$ cat config.mk
export PLATFORM = sky130hd
export DESIGN_NAME = tpcmd_core
export DESIGN_NICKNAME = d
export VERILOG_FILES = /design/src/inc/tpcmd_pkg.sv /design/src/hdl/tpcmd_core.sv
export VERILOG_INCLUDE_DIRS = /design/src /design/src/inc
export SDC_FILE = /design/constraint.sdc
export NUM_CORES = 1
export LEC_CHECK = 0
export BUFFER_PORTS_ARGS = -buffer_cell sky130_fd_sc_hd__buf_2
export CORE_MARGIN = 2
export CORE_UTILIZATION = 37
export CTS_CLUSTER_SIZE = 40
export DETAILED_ROUTE_END_ITERATION = 10
export GPL_TIMING_DRIVEN = 0
export HOLD_SLACK_MARGIN = 0.03
export PLACE_DENSITY = 0.77
export SYNTH_ARGS = -nofsm -noshare
export SYNTH_HDL_FRONTEND = slang
export SYNTH_SLANG_ARGS = --single-unit
$ cat constraint.sdc
create_clock -name CORE_CLK -period 1.14 [get_ports CORE_CLK]
set_clock_uncertainty 0.05 [all_clocks]
set_input_delay 0.228 -clock CORE_CLK [delete_from_list [all_inputs] [get_ports CORE_CLK]]
set_output_delay 0.228 -clock CORE_CLK [all_outputs]
set_load 0.01 [all_outputs]
$ cat src/inc/tpcmd_regs.svh
`ifndef TPCMD_REGS_SVH
`define TPCMD_REGS_SVH

// ----------------------------------------
// packet codes and selectors
// ----------------------------------------
`define TPCMD_CODE_READ 8'h53
`define TPCMD_CODE_WRITE 8'h54
`define TPCMD_CODE_RESP 8'h52
`define TPCMD_SEL_FWID 8'hf0
`define TPCMD_SEL_POWER 4'h5
`define TPCMD_BYTE3_READ 8'h00
`define TPCMD_TAIL 8'h01

// ----------------------------------------
// power state field, byte-two low nibble bits 3..2
// ----------------------------------------
`define TPCMD_PS_MSB 3
`define TPCMD_PS_LSB 2
`define TPCMD_PS_NORMAL 2'h2
`define TPCMD_PS_IDLE 2'h1
`define TPCMD_PS_SLEEP 2'h0

// ----------------------------------------
// report rate codes
// ----------------------------------------
`define TPCMD_RATE_80 4'hf
`define TPCMD_RATE_100 4'ha
`define TPCMD_RATE_115 4'h7
`define TPCMD_RATE_130 4'h5
`define TPCMD_RATE_150 4'h3
`define TPCMD_RATE_RESET 4'ha

`endif

$ cat src/inc/tpcmd_pkg.sv
package tpcmd_pkg;

    typedef struct packed {
        logic [7:0] b1;
        logic [7:0] b2;
        logic [7:0] b3;
        logic [7:0] b4;
    } tpcmd_pkt_t;

    typedef enum logic [2:0] {
        TPCMD_RUN = 3'b001,
        TPCMD_IDLE = 3'b010,
        TPCMD_SLEEP = 3'b100
    } tpcmd_mode_t;

endpackage

$ cat src/hdl/tpcmd_core.sv
`timescale 1ns/1ps
`default_nettype none
`include "tpcmd_regs.svh"

module tpcmd_core #(
    parameter logic [7:0] FW_ID_B2 = 8'h5a, // arbitrary id value
    parameter logic [7:0] FW_ID_B3 = 8'h3c, // arbitrary id value
    parameter logic [7:0] FW_ID_B4 = 8'h11  // arbitrary id value
) (
    input wire logic CORE_CLK,
    input wire logic RSTN,
    input wire logic CMD_VALID,
    input wire tpcmd_pkg::tpcmd_pkt_t CMD_PKT,
    input wire logic TOUCH,
    output logic RSP_VALID,
    output var tpcmd_pkg::tpcmd_pkt_t RSP_PKT,
    output var tpcmd_pkg::tpcmd_mode_t MODE,
    output logic [3:0] RATE
);

    // ----------------------------------------
    // packet decode
    // ----------------------------------------
    logic is_read;
    logic rd_fwid;
    logic rd_power;
    logic wr_power;
    logic [1:0] new_ps;
    logic [3:0] new_rate;
    logic rate_ok;
    logic wr_ok;
    logic wr_hdr_ok;
    logic rsv_ok;
    logic run_b3_ok;
    logic low_b3_ok;

    function automatic logic [1:0] mode_code(tpcmd_pkg::tpcmd_mode_t m);
        case (m)
            tpcmd_pkg::TPCMD_IDLE: mode_code = `TPCMD_PS_IDLE;
            tpcmd_pkg::TPCMD_SLEEP: mode_code = `TPCMD_PS_SLEEP;
            default: mode_code = `TPCMD_PS_NORMAL;
        endcase
    endfunction

    assign is_read = CMD_VALID
        && CMD_PKT.b1 == `TPCMD_CODE_READ
        && CMD_PKT.b3 == `TPCMD_BYTE3_READ
        && CMD_PKT.b4 == `TPCMD_TAIL;
    assign rd_fwid = is_read && CMD_PKT.b2 == `TPCMD_SEL_FWID;
    assign rd_power = is_read && CMD_PKT.b2 == {`TPCMD_SEL_POWER, 4'h0};
    assign new_ps = CMD_PKT.b2[`TPCMD_PS_MSB:`TPCMD_PS_LSB];
    assign new_rate = CMD_PKT.b3[3:0];
    // only the five listed rate codes are taken
    function automatic logic valid_rate(logic [3:0] r);
        case (r)
            `TPCMD_RATE_80: valid_rate = 1'b1;
            `TPCMD_RATE_100: valid_rate = 1'b1;
            `TPCMD_RATE_115: valid_rate = 1'b1;
            `TPCMD_RATE_130: valid_rate = 1'b1;
            `TPCMD_RATE_150: valid_rate = 1'b1;
            default: valid_rate = 1'b0;
        endcase
    endfunction

    assign rate_ok = valid_rate(new_rate);
    // reserved bits must be zero; bad state code drops the packet
    assign wr_hdr_ok = CMD_VALID
        && CMD_PKT.b1 == `TPCMD_CODE_WRITE
        && CMD_PKT.b2[7:4] == `TPCMD_SEL_POWER
        && CMD_PKT.b4 == `TPCMD_TAIL;
    assign rsv_ok = CMD_PKT.b2[1:0] == 2'h0;
    assign run_b3_ok = rate_ok
        && CMD_PKT.b3[7:4] == 4'h0;
    assign low_b3_ok = CMD_PKT.b3 == 8'h00;

    always_comb begin
        case (new_ps)
            `TPCMD_PS_NORMAL: begin
                wr_ok = run_b3_ok;
            end
            `TPCMD_PS_IDLE, `TPCMD_PS_SLEEP: begin
                wr_ok = low_b3_ok;
            end
            default: begin
                // code 11 has no meaning, so the packet is dropped
                wr_ok = 1'b0;
            end
        endcase
    end

    assign wr_power = wr_hdr_ok && rsv_ok && wr_ok;

    // ----------------------------------------
    // next state
    // ----------------------------------------
    tpcmd_pkg::tpcmd_mode_t next_mode;
    logic [3:0] next_rate;
    logic next_rsp_valid;
    tpcmd_pkg::tpcmd_pkt_t next_rsp_pkt;

    function automatic tpcmd_pkg::tpcmd_mode_t code_mode(logic [1:0] ps);
        case (ps)
            `TPCMD_PS_IDLE: begin
                code_mode = tpcmd_pkg::TPCMD_IDLE;
            end
            `TPCMD_PS_SLEEP: begin
                code_mode = tpcmd_pkg::TPCMD_SLEEP;
            end
            default: begin
                code_mode = tpcmd_pkg::TPCMD_RUN;
            end
        endcase
    endfunction

    function automatic tpcmd_pkg::tpcmd_pkt_t fwid_pkt();
        fwid_pkt.b1 = `TPCMD_CODE_RESP;
        fwid_pkt.b2 = FW_ID_B2;
        fwid_pkt.b3 = FW_ID_B3;
        fwid_pkt.b4 = FW_ID_B4;
    endfunction

    // rate field reads zero outside normal mode
    function automatic tpcmd_pkg::tpcmd_pkt_t power_pkt(
        tpcmd_pkg::tpcmd_mode_t m,
        logic [3:0] r
    );
        power_pkt.b1 = `TPCMD_CODE_RESP;
        power_pkt.b2 = {`TPCMD_SEL_POWER, mode_code(m), 2'h0};
        if (m == tpcmd_pkg::TPCMD_RUN) begin
            power_pkt.b3 = {4'h0, r};
        end else begin
            power_pkt.b3 = 8'h00;
        end
        power_pkt.b4 = `TPCMD_TAIL;
    endfunction

    // a write in the same cycle as a touch wins
    always_comb begin
        next_mode = MODE;
        if (wr_power) begin
            next_mode = code_mode(new_ps);
        end else if (TOUCH) begin
            case (MODE)
                tpcmd_pkg::TPCMD_IDLE: begin
                    next_mode = tpcmd_pkg::TPCMD_RUN;
                end
                tpcmd_pkg::TPCMD_RUN: begin
                    next_mode = tpcmd_pkg::TPCMD_RUN;
                end
                tpcmd_pkg::TPCMD_SLEEP: begin
                    // deep sleep only wakes on a command
                    next_mode = tpcmd_pkg::TPCMD_SLEEP;
                end
                default: begin
                    next_mode = tpcmd_pkg::TPCMD_RUN;
                end
            endcase
        end
    end

    always_comb begin
        next_rate = RATE;
        if (wr_power && new_ps == `TPCMD_PS_NORMAL) begin
            next_rate = new_rate;
        end
    end

    always_comb begin
        next_rsp_valid = 1'b0;
        next_rsp_pkt = RSP_PKT;
        if (rd_fwid) begin
            next_rsp_valid = 1'b1;
            next_rsp_pkt = fwid_pkt();
        end else if (rd_power) begin
            next_rsp_valid = 1'b1;
            next_rsp_pkt = power_pkt(MODE, RATE);
        end else begin
            // anything else leaves the last answer, unflagged
            next_rsp_valid = 1'b0;
        end
    end

    // ----------------------------------------
    // registers
    // ----------------------------------------
    always_ff @(posedge CORE_CLK or negedge RSTN) begin
        if (!RSTN) begin
            MODE <= tpcmd_pkg::TPCMD_RUN;
        end else begin
            MODE <= next_mode;
        end
    end

    always_ff @(posedge CORE_CLK or negedge RSTN) begin
        if (!RSTN) begin
            RATE <= `TPCMD_RATE_RESET;
        end else begin
            RATE <= next_rate;
        end
    end

    always_ff @(posedge CORE_CLK or negedge RSTN) begin
        if (!RSTN) begin
            RSP_VALID <= 1'b0;
            RSP_PKT <= '0;
        end else begin
            RSP_VALID <= next_rsp_valid;
            RSP_PKT <= next_rsp_pkt;
        end
    end

endmodule // tpcmd_core
`default_nettype wire

[Word-level counts from Yosys, hierarchy flattened]
Index checks and enable logic that the tools add are counted.
Storage, ports and cells
  bits of input ports: 36
  register bits: 40
  logic and storage cells: 55
  output and inout bits: 40
Operators by class
  equality and inequality tests: 16
  multiplexer cells: 12
  reductions and logical operators: 20
Operators by type and width (number)
  32-bit 2-to-1 mux: 2
  8-bit by 7-bit == test with 1-bit output (second input constant): 3
  4-bit by 3-bit == test with 1-bit output (second input constant): 3
  1-bit logical AND: 12
  3-bit 2-to-1 mux: 3
  4-bit == test (second input constant): 2
  8-bit by 1-bit == test with 1-bit output (second input constant): 1
  8-bit == test (second input constant): 1
  8-bit logical NOT: 1
  3-bit case mux with 2 select lines: 1
  5-bit OR reduction: 1
  4-bit by 2-bit == test with 1-bit output (second input constant): 1
  2-bit logical NOT: 2
  4-bit logical NOT: 1
  4-bit 2-to-1 mux: 1
  2-bit case mux with 2 select lines: 1
  2-bit nonzero test: 2
  3-bit by 1-bit == test with 1-bit output (second input constant): 1
  3-bit by 2-bit == test with 1-bit output (second input constant): 1
  3-bit == test (second input constant): 1
  1-bit 2-to-1 mux: 3
  2-bit by 1-bit == test with 1-bit output (second input constant): 1
  2-bit == test (second input constant): 1
  1-bit case mux with 2 select lines: 1
  2-bit OR reduction: 1

[Longest topological paths before layout]
Gate-level depths: netlist of run 1.
  depth after elaboration: 7
  depth in mapped cells: 5

[Least setup slack after synthesis of run 1]
No wires, ideal clock.
  path type: input port to flip-flop
  start point: in CMD_PKT[4] (netlist bit)
  end point: reg RSP_PKT[18] (netlist bit)
  setup slack: -523 ps
  buffers on the path: 0
  arrival time: 1539 ps
  setup time: 74 ps
  required time: 1016 ps
  cell stages on the path: 5
  cell sequence: nor4_1 nand3_2 nor4_4 or3b_1 o21ai_2
Between the ends
  word-level cells in the longest chain between the ends: 4
  elaborated cells on any way between the ends: 6
RTL lines
  start, declared: RTL line tpcmd_core.sv:13  | input wire tpcmd_pkg::tpcmd_pkt_t CMD_PKT,
  8-bit by 1-bit == test with 1-bit output (no source line) (*)
  1-bit logical AND (no source line) (*)
  1-bit logical AND, on equally long branches
  32-bit 2-to-1 mux or 2-bit nonzero test (tied branches)
  end signal, assigned: RTL line tpcmd_core.sv:208  | RSP_PKT <= next_rsp_pkt;
  end, declared: RTL line tpcmd_core.sv:16  | output var tpcmd_pkg::tpcmd_pkt_t RSP_PKT,
Every way passes the cells marked *; elsewhere a longest branch is shown, timed or not.
A chain may end at the register's enable or synchronous reset.

[Worst setup path after layout of run 1]
  start point: in CMD_PKT[27] (netlist bit)
  end point: reg RATE[0]
Between the ends
  word-level cells in the longest chain between the ends: 7
RTL lines
  8-bit by 7-bit == test with 1-bit output (no source line)
  1-bit logical AND (no source line) (3 in series)
  1-bit logical AND (2 in series): RTL line tpcmd_core.sv:91  | assign wr_power = wr_hdr_ok && rsv_ok && wr_ok;
  1-bit logical AND (no source line)
  end signal, assigned: RTL line tpcmd_core.sv:196  | RATE <= `TPCMD_RATE_RESET;
  end signal, assigned: RTL line tpcmd_core.sv:198  | RATE <= next_rate;
  end, declared: RTL line tpcmd_core.sv:18  | output logic [3:0] RATE
Every way passes these cells.

==> results of run 1 <==
repair_timing:
item,4_1_cts,5_1_grt
buffers inserted,11,5
hold endpoints to repair,13,0
pin swaps,9,2
hold buffers,1,0
resized for setup,27,10
endpoints found under the setup margin,31,35
tightest hold or removal path: stages:
cell	delay, ns
buf_2	0.09
o21ai_0	0.07
nand2_1	0.06
registers in the layout (all words and copies together), names as in the netlist:
name and flops:
MODE 3, RATE 4, RSP_PKT 8, RSP_VALID 1
worst paths after layout:
check	start	end	depth (start not counted)
setup / recovery	CMD_PKT[27]	RATE[0]	6
max in group asynchronous	RSTN	RATE[3]	2
hold / removal	CMD_PKT[23]	RSP_PKT[17]	3
min in group asynchronous	RSTN	RATE[2]	2
setup reg to reg	MODE[0]	RSP_PKT[10]	3
hold reg to reg	RSP_PKT[11]	RSP_PKT[11]	2
cell usage after synthesis, drive strengths merged:
cell | instances | area share
a21oi | 5 | 0.023
nor3b | 2 | 0.014
o21ai | 5 | 0.026
inv | 5 | 0.017
nor2 | 8 | 0.028
a31o | 1 | 0.0080
nor4 | 4 | 0.051
nor4b | 2 | 0.036
a32o | 1 | 0.0092
or2 | 2 | 0.011
nand3 | 6 | 0.032
nand4b | 1 | 0.0080
nand4 | 2 | 0.025
nor3 | 3 | 0.018
dfrtp | 13 | 0.30
nor4bb | 1 | 0.0092
conb | 1 | 0.0034
nand2 | 6 | 0.021
mux2i | 4 | 0.037
mux2 | 4 | 0.041
and2 | 1 | 0.0057
nand2b | 3 | 0.017
nor2b | 1 | 0.0057
maj3 | 1 | 0.0092
or3b | 1 | 0.0080
buf | 24 | 0.17
dfstp | 3 | 0.072
layer usage:
layer	global-route usage	vias up
met5	0	-
met4	0.09635	0
met3	0.01563	8
met2	0.3596	49
met1	0.1743	511
li1	-	535
through the flow:
stage | hold slack (ns) | total power (W)
after global placement | 0.09086 | 0.0007864
after CTS | 0.1310 | 0.001189
final | 0.1257 | 0.001199
after floorplan | -0.1176 | 0.0006885
after global routing | 0.1304 | 0.001255
after detailed placement | 0.1026 | 0.0007927
cell families (layout without fill, tap and decap cells):
family,Yosys count,count (layout),synth area share
compound gates,12,12,0.06659
fa+ha+maj,1,1,0.009185
buf+inv,29,108,0.1825
flops,16,16,0.3708
mux,8,8,0.07807
other cells,1,16,0.003441
simple gates,43,43,0.2893
cell type report:
| type | count | area [um^2] |
|---|---|---|
| well taps | 31 | 38.79 |
| inverters | 5 | 18.77 |
| flip-flops and latches | 16 | 404.1 |
| multi-input cells | 80 | 664.4 |
| fillers | 230 | 914.6 |
| clock buffers | 4 | 36.28 |
| repair buffers | 75 | 513.0 |
| plain buffers | 24 | 191.4 |
power breakdown:
part | total (W) | switching [W] | internal (W)
Combinational | 0.000243 | 0.000114 | 0.000129
Clock | 0.000388 | 0.000193 | 0.000195
Sequential | 0.000568 | 0.0000000000378 | 0.000568
Total | 0.00120 | 0.000307 | 0.000891
==> impl_metrics.env, run 1 <==
export IMPL_status="finished, violations left"
export IMPL_failed_checks="negative setup slack"
export IMPL_syn_to_final_growth_pct=71.30
export IMPL_hpwl_um=2108
export IMPL_clock_latency_ns=0.30
export IMPL_yosysWarnings=0
export IMPL_tritoncts="yes"
export IMPL_die_area_mm2=0.003395
export IMPL_synth_area_mm2=0.001090
export IMPL_syn_inst=110
export IMPL_io_buffers=59
export IMPL_critPathLaunchType="input port"
export IMPL_grt_pass1_vias=1114
export IMPL_min_path_type="in2reg"
export IMPL_dp_cells=215
export IMPL_antenna_found_initial=0
export IMPL_grt_max_degree=17
export IMPL_fmax_mhz=667.0
export IMPL_wl_per_cell_um=12.45
export IMPL_coreArea_mm2=0.002781
export IMPL_final_common_cell="buf_2"
export IMPL_initialDrtViolationCount=21
export IMPL_die_x_um=58.27
export IMPL_period_needed_ns=1.499
export IMPL_drv_slew=0
export IMPL_final_area_mm2=0.001867
export IMPL_drive_gt1_frac=0.6471
export IMPL_avgSynthCellArea_um2=9.907
export IMPL_wl_met3_um=164
export IMPL_grt_util_all_layers=0.1789
export IMPL_instances_no_fill=235
export IMPL_place_worst_setup_slack_ns=-0.7598
export IMPL_end_kind="register"
export IMPL_rsz0062_at_grt="true"
export IMPL_grt_pass1_wl_um=4629
export IMPL_finalHoldViolations=0
export IMPL_criticalPathCategory="in2reg"
export IMPL_cts_path_max_buffers=2
export IMPL_path_delay_family="simple AND/OR/NAND/NOR gates"
export IMPL_top_layer_used="met4"
export IMPL_cap_violations=0
export IMPL_cts_made_buffers=3
export IMPL_final_cell_mix="buf_2 (45), buf_4 (34), buf_6 (19), conb_1 (16), dfrtp_1 (13)"
export IMPL_postPlaceCellArea_mm2=0.001539
export IMPL_setup_violations=32
export IMPL_arrival_ns=1.64
export IMPL_cts_root_buf="clkbuf_4"
export IMPL_gp_congestion=0.6974
export IMPL_layout_nets=241
export IMPL_cpMaxStageDelayCell="mux2_2"
export IMPL_met1Wirelength_um=1065
export IMPL_grt_overflow=0
export IMPL_ff2ff_setup_slack_ns=-0.13
export IMPL_path_clk_slew_ns=0.09
export IMPL_power_density_mw_per_mm2=642.1
export IMPL_clkSinkCount=16
export IMPL_crit_chain="buf_6, nor4b_4, nand4_4, nor3_4, nand4_1, mux2_2"
export IMPL_fin_tns_setup_ns=-5.936
export IMPL_critPathRequiredTime_ns=1.28
export IMPL_diodes=0
export IMPL_start_util=0.3918
export IMPL_rows=19
export IMPL_fin_crit_sh=1.315
export IMPL_final_util=0.6712
export IMPL_cellLeakagePower_nw=1.050
export IMPL_htree_levels=1
export IMPL_ios=76
export IMPL_slowest_delay_ns=0.35
export IMPL_die_h_um=58.27
export IMPL_setup_ws_ns=-0.3592
export IMPL_wl_um=2926
export IMPL_ys_seq_area_frac=0.3708
export IMPL_vias_per_cell=4.694
export IMPL_path_buf_inv=1
export IMPL_dr_wl_met2_um=1619
export IMPL_vias=1103
export IMPL_cp_max_fo=4
export IMPL_drc_errors=0
export IMPL_drtAntennaViolNets=0
export IMPL_dr_pass1_iters=4
export IMPL_ys_seq_elements=16
export IMPL_netlist_cell_type_count=33
export IMPL_ir_worst_vdd_mv=0.6627
No activity file was read; power rests on OpenSTA's default activity.
==> run 2: changes to the inputs <==
Settings changed: BUFFER_PORTS_ARGS -buffer_cell sky130_fd_sc_hd__buf_2 to not set, CORE_MARGIN 2 to 3, CORE_UTILIZATION 37 to 50, DONT_BUFFER_PORTS set to 1, PLACE_DENSITY 0.77 to 0.68.
==> run 2 against run 1 <==
Compared with the run above:
- the run still ends with negative setup slack left
- final area is 21% lower
- power is 8.5% lower
- global-route usage grew 0.75 points
- critical endpoint is now RSP_PKT[18]
- largest cell class is now multi-input gates
- highest routed layer unchanged
==> impl_metrics.env, run 2 (synthesis results as in run 1) <==
export IMPL_status="finished, violations left"
export IMPL_failed_checks="negative setup slack"
export IMPL_vias=863
export IMPL_setup_ws_ns=-0.1843
export IMPL_wl_per_cell_um=15.06
export IMPL_tightestPinTransition_ns=0.6975
export IMPL_cellLeakagePower_nw=0.7360
export IMPL_diodes=0
export IMPL_grt_pass1_vias=830
export IMPL_rsz0062_at_grt="true"
export IMPL_path_buf_inv=1
export IMPL_arrival_ns=1.50
export IMPL_grtUsageMet3=0.08262
export IMPL_grt_overflow=0
export IMPL_holdWs_ns=0.02001
export IMPL_dr_pass1_iters=4
export IMPL_die_area_mm2=0.002776
export IMPL_tritoncts="yes"
export IMPL_drv_slew=0
export IMPL_switching_share=0.2307
export IMPL_rows=16
export IMPL_die_x_um=52.69
export IMPL_layout_nets=178
export IMPL_ios=76
export IMPL_cts_path_max_buffers=2
export IMPL_syn_to_final_growth_pct=34.79
export IMPL_slowest_delay_ns=0.42
export IMPL_period_needed_ns=1.324
export IMPL_cap_violations=0
export IMPL_gp_congestion=0.6875
export IMPL_wl_um=2530
export IMPL_grt_busiest_layer="met2"
export IMPL_met2_usage=0.2996
export IMPL_clkSinkCount=16
export IMPL_critPathRequiredTime_ns=1.32
export IMPL_largest_register="RSP_PKT"
export IMPL_grt_use_met1=0.1972
export IMPL_power_density_mw_per_mm2=746.2
export IMPL_critPathLaunchType="input port"
export IMPL_drtAntennaViolNets=0
export IMPL_fin_tns_setup_ns=-2.520
export IMPL_slew_headroom=0.5334
export IMPL_postPlaceCellArea_mm2=0.001239
export IMPL_final_cell_mix="buf_4 (27), conb_1 (16), dfrtp_1 (13), nand2_1 (6), dlygate4sd3_1 (6)"
export IMPL_antenna_found_initial=0
export IMPL_crit_chain="nor4b_4, nand4_4, buf_6, nor4_4, or3b_1, o21ai_2"
export IMPL_setup_violations=26
export IMPL_end_kind="register"
export IMPL_drc_errors=0
export IMPL_ir_worst_vdd_mv=0.5657
export IMPL_cts_made_buffers=3
export IMPL_drive_gt1_frac=0.4752
export IMPL_hpwl_um=1870
export IMPL_path_clk_slew_ns=0.09
export IMPL_seq_power_share=0.518
export IMPL_p_int_w=0.0008433
export IMPL_grt_pass1_wl_um=3636
export IMPL_cts_root_buf="clkbuf_4"
export IMPL_start_util=0.5390
export IMPL_htree_levels=1
export IMPL_final_common_cell="buf_4"
export IMPL_fmax_mhz=755.1
export IMPL_p_sw_w=0.0002529
export IMPL_combPwrFrac=0.134
export IMPL_cp_max_fo=3
export IMPL_top_regs="RSP_PKT: 8 flops, RATE: 4 flops, MODE: 3 flops"
export IMPL_finalHoldViolations=0
export IMPL_min_path_type="in2reg"
export IMPL_path_delay_family="simple AND/OR/NAND/NOR gates"
export IMPL_grt_util_all_layers=0.1864
export IMPL_grt_max_degree=17
export IMPL_coreArea_mm2=0.002022
export IMPL_die_h_um=52.69
export IMPL_initialDrtViolationCount=8
export IMPL_place_worst_setup_slack_ns=-0.6528
export IMPL_largest_reg_flops=8
export IMPL_clock_latency_ns=0.30
export IMPL_clkPwrFrac=0.348
export IMPL_criticalPathCategory="in2reg"
export IMPL_fin_crit_sh=1.162
export IMPL_vias_per_cell=5.137
export IMPL_cpMaxStageDelayCell="or3b_1"
export IMPL_io_buffers=0
export IMPL_final_area_mm2=0.001469
## run 2: layout make-up
type | count | area [um^2]
Sequential cell | 16 | 404.1
Inverter | 5 | 18.77
Clock buffer | 4 | 36.28
Tap cell | 27 | 33.78
Timing Repair Buffer | 12 | 116.4
Fill cell | 152 | 553.0
Multi-Input combinational cell | 80 | 679.4
Buffer | 24 | 180.2
## run 2: worst register-to-register path, cell delays in order (launching register included)
cell and delay [ns]:
dfrtp_1 0.48, nand2b_1 0.20, or3b_1 0.40, o21ai_2 0.08
## run 2: through the flow
stage	util	power, W	cells
floorplan	-	0.0006885	125
CTS	0.6807	0.001071	162
detailed placement	0.6126	0.0006929	152
finish	0.7265	0.001096	168
global route	0.7265	0.001134	168
global placement	0.6126	0.0006911	152
## run 2: layer usage
layer / up-vias / share of wire
met5: - / 0
met4: 0 / 0.022
met3: 4 / 0.12
met2: 47 / 0.52
met1: 406 / 0.33
li1: 406 / -
## run 2: final timing paths
check / start / end / slack (ns) / cells past startpoint
max: CMD_PKT[27] / RSP_PKT[18] / -0.18 / 6
min: CMD_PKT[18] / MODE[1] / 0.02 / 2
max reg2reg: MODE[2] / RSP_PKT[18] / -0.13 / 3
min reg2reg: RATE[3] / RSP_PKT[11] / 0.50 / 2
max in group asynchronous: RSTN / MODE[1] / 0.24 / 1
min in group asynchronous: RSTN / RSP_PKT[8] / 0.36 / 1
## run 2: power groups by stage
stage	Clock (W)	Combinational, W	Sequential [W]
finish	0.000382	0.000147	0.000568
global route	0.000405	0.000161	0.000568
CTS	0.000370	0.000133	0.000568
detailed placement	0	0.000114	0.000579
global placement	0	0.000113	0.000579
floorplan	0	0.000110	0.000579
## run 2: repair_timing
item                                    in CTS  in global routing
hold endpoints to repair                    17                  4
gates resized for setup                     10                 10
hold buffers                                 2                  4
pin swaps                                   10                  5
buffers inserted                             4                  2
endpoints found under the setup margin      26                 26
==> run 3: changes to the inputs <==
Settings changed: CELL_PAD_IN_SITES_DETAIL_PLACEMENT set to 2, CELL_PAD_IN_SITES_GLOBAL_PLACEMENT set to 2, CORE_UTILIZATION 50 to 30, PLACE_DENSITY 0.68 to not set, PLACE_DENSITY_LB_ADDON set to 0.1, RECOVER_POWER set to 100.
==> run 3 against run 2 <==
Compared with the run above:
- first-iteration DRC count up 100%
- combinational power grew 8%
- die area up 58%
- power grew 0.39%
- non-clock buffer count up 4
- global-route usage decreased by 5.8 points
- the flow still finishes with violations (negative setup slack)
- sequential share of layout area decreased by 1.6 points
- largest power group unchanged
- critical path depth fell by 1
- clock-buffer cell count unchanged
- critical path type unchanged
- hold slack improved by 0.039 ns
- cell count up 14%
==> impl_metrics.env, run 3 (synthesis results as in run 1) <==
export IMPL_cellLeakagePower_nw=0.7460
export IMPL_antenna_found_initial=0
export IMPL_tritoncts="yes"
export IMPL_start_util=0.3190
export IMPL_drv_slew=0
export IMPL_fmax_mhz=736.3
export IMPL_clkSinkCount=16
export IMPL_cp_max_fo=4
export IMPL_die_h_um=66.27
export IMPL_cts_path_max_buffers=2
export IMPL_layout_nets=182
export IMPL_dr_pass1_iters=2
export IMPL_seq_power_share=0.516
export IMPL_power_density_mw_per_mm2=700.8
export IMPL_critPathRequiredTime_ns=1.27
export IMPL_vias_per_cell=4.628
export IMPL_final_area_mm2=0.001570
export IMPL_drtAntennaViolNets=0
export IMPL_clkPwrFrac=0.340
export IMPL_die_x_um=66.27
export IMPL_grt_util_all_layers=0.1281
export IMPL_setup_violations=26
export IMPL_drc_errors=0
export IMPL_rsz0062_at_grt="true"
export IMPL_arrival_ns=1.49
export IMPL_cts_root_buf="clkbuf_4"
export IMPL_cts_made_buffers=3
export IMPL_fillers=374
export IMPL_instances_no_fill=191
export IMPL_fin_tns_setup_ns=-2.498
export IMPL_switching_share=0.2278
export IMPL_hpwl_um=2286
export IMPL_drive_gt1_frac=0.4897
export IMPL_dp_cells=171
export IMPL_combPwrFrac=0.144
export IMPL_cap_violations=0
export IMPL_io_buffers=0
export IMPL_top_regs="RSP_PKT: 8 flops, RATE: 4 flops, MODE: 3 flops"
export IMPL_finalHoldViolations=0
export IMPL_grt_pass1_wl_um=4202
export IMPL_die_area_mm2=0.004392
export IMPL_diodes=0
export IMPL_coreArea_mm2=0.003416
export IMPL_ir_worst_vdd_mv=0.3420
export IMPL_criticalPathCategory="in2reg"
export IMPL_postPlaceCellArea_mm2=0.001262
export IMPL_final_cell_mix="buf_4 (19), conb_1 (16), buf_6 (12), dfrtp_1 (11), dlygate4sd3_1 (9)"
export IMPL_vias=884
export IMPL_final_common_cell="buf_4"
export IMPL_tightestPinTransition_ns=0.6953
export IMPL_ios=76
export IMPL_slew_headroom=0.5349
export IMPL_critPathLaunchType="input port"
export IMPL_syn_to_final_growth_pct=44.09
export IMPL_p_sw_w=0.0002507
export IMPL_holdWs_ns=0.05893
export IMPL_status="finished, violations left"
export IMPL_failed_checks="negative setup slack"
export IMPL_largest_register="RSP_PKT"
export IMPL_clock_latency_ns=0.29
export IMPL_end_kind="register"
export IMPL_grt_pass1_vias=939
export IMPL_wl_per_cell_um=15.91
export IMPL_grt_overflow=0
export IMPL_min_path_type="in2reg"
export IMPL_fin_crit_sh=1.191
export IMPL_largest_reg_flops=8
export IMPL_p_int_w=0.0008497
export IMPL_initialDrtViolationCount=16
export IMPL_period_needed_ns=1.358
export IMPL_gp_congestion=0.7109
export IMPL_grt_max_degree=17
export IMPL_wl_um=3038
export IMPL_setup_ws_ns=-0.2182
export IMPL_ff2ff_setup_slack_ns=-0.11
export IMPL_htree_levels=1
export IMPL_path_clk_slew_ns=0.09
export IMPL_rows=21
run 3: final cells by class:
class / count / area, um^2 / area share
Sequential cell: 16 / 406.6 / 0.2590
Inverter: 5 / 18.77 / 0.01195
Buffer: 24 / 210.2 / 0.1339
Clock buffer: 4 / 36.28 / 0.02311
Timing Repair Buffer: 16 / 157.7 / 0.1004
Multi-Input combinational cell: 80 / 683.2 / 0.4351
Tap cell: 46 / 57.56 / 0.03665
run 3: per-layer routing:
layer,up-vias,track usage,share of wire
li1,412,-,-
met1,410,0.1378,0.38
met2,57,0.2255,0.49
met3,5,0.03401,0.12
met4,0,0.06853,0.017
met5,-,0,0
run 3: per-stage QoR:
step	worst slack [ns]	total power (W)	util
after floorplan	-0.4957	0.0006885	-
after global placement	-0.6449	0.0006917	0.3696
after detailed placement	-0.6702	0.0006939	0.3696
after CTS	-0.2277	0.001098	0.4344
after global routing	-0.3158	0.001157	0.4597
final	-0.2182	0.001100	0.4597
run 3: path summary, 6_finish.rpt:
check,startpoint,depth (start not counted),end
worst max-delay path,CMD_PKT[5],5,RATE[0]
worst min-delay path,CMD_PKT[18],2,MODE[2]
worst max register to register,MODE[0],3,RSP_PKT[10]
worst min register to register,RATE[3],2,RSP_PKT[11]
max in group asynchronous,RSTN,1,RSP_PKT[17]
min in group asynchronous,RSTN,1,RSP_PKT[10]
run 3: power groups by stage:
stage / combinational (W) / clock, W / sequential (W)
6_report: 0.000159 / 0.000374 / 0.000568
5_1_grt: 0.000173 / 0.000415 / 0.000568
4_1_cts: 0.000144 / 0.000386 / 0.000568
3_5_place_dp: 0.000115 / 0 / 0.000579
3_3_place_gp: 0.000113 / 0 / 0.000579
2_1_floorplan: 0.000110 / 0 / 0.000579
run 3: worst max-delay path, cell delays in order:
cell and delay, ns:
nor4b_4 0.31, nand3_4 0.14, nor3_4 0.21, nand4_1 0.24
mux2_2 0.36
run 3: what timing repair did:
item | 4_1_cts | 5_1_grt
buffers inserted | 5 | 2
gates resized for setup | 23 | 8
pin swaps | 8 | 5
hold buffers | 5 | 4
gates cloned | 0 | 0
hold endpoints to repair | 20 | 4
setup endpoints to repair | 27 | 27
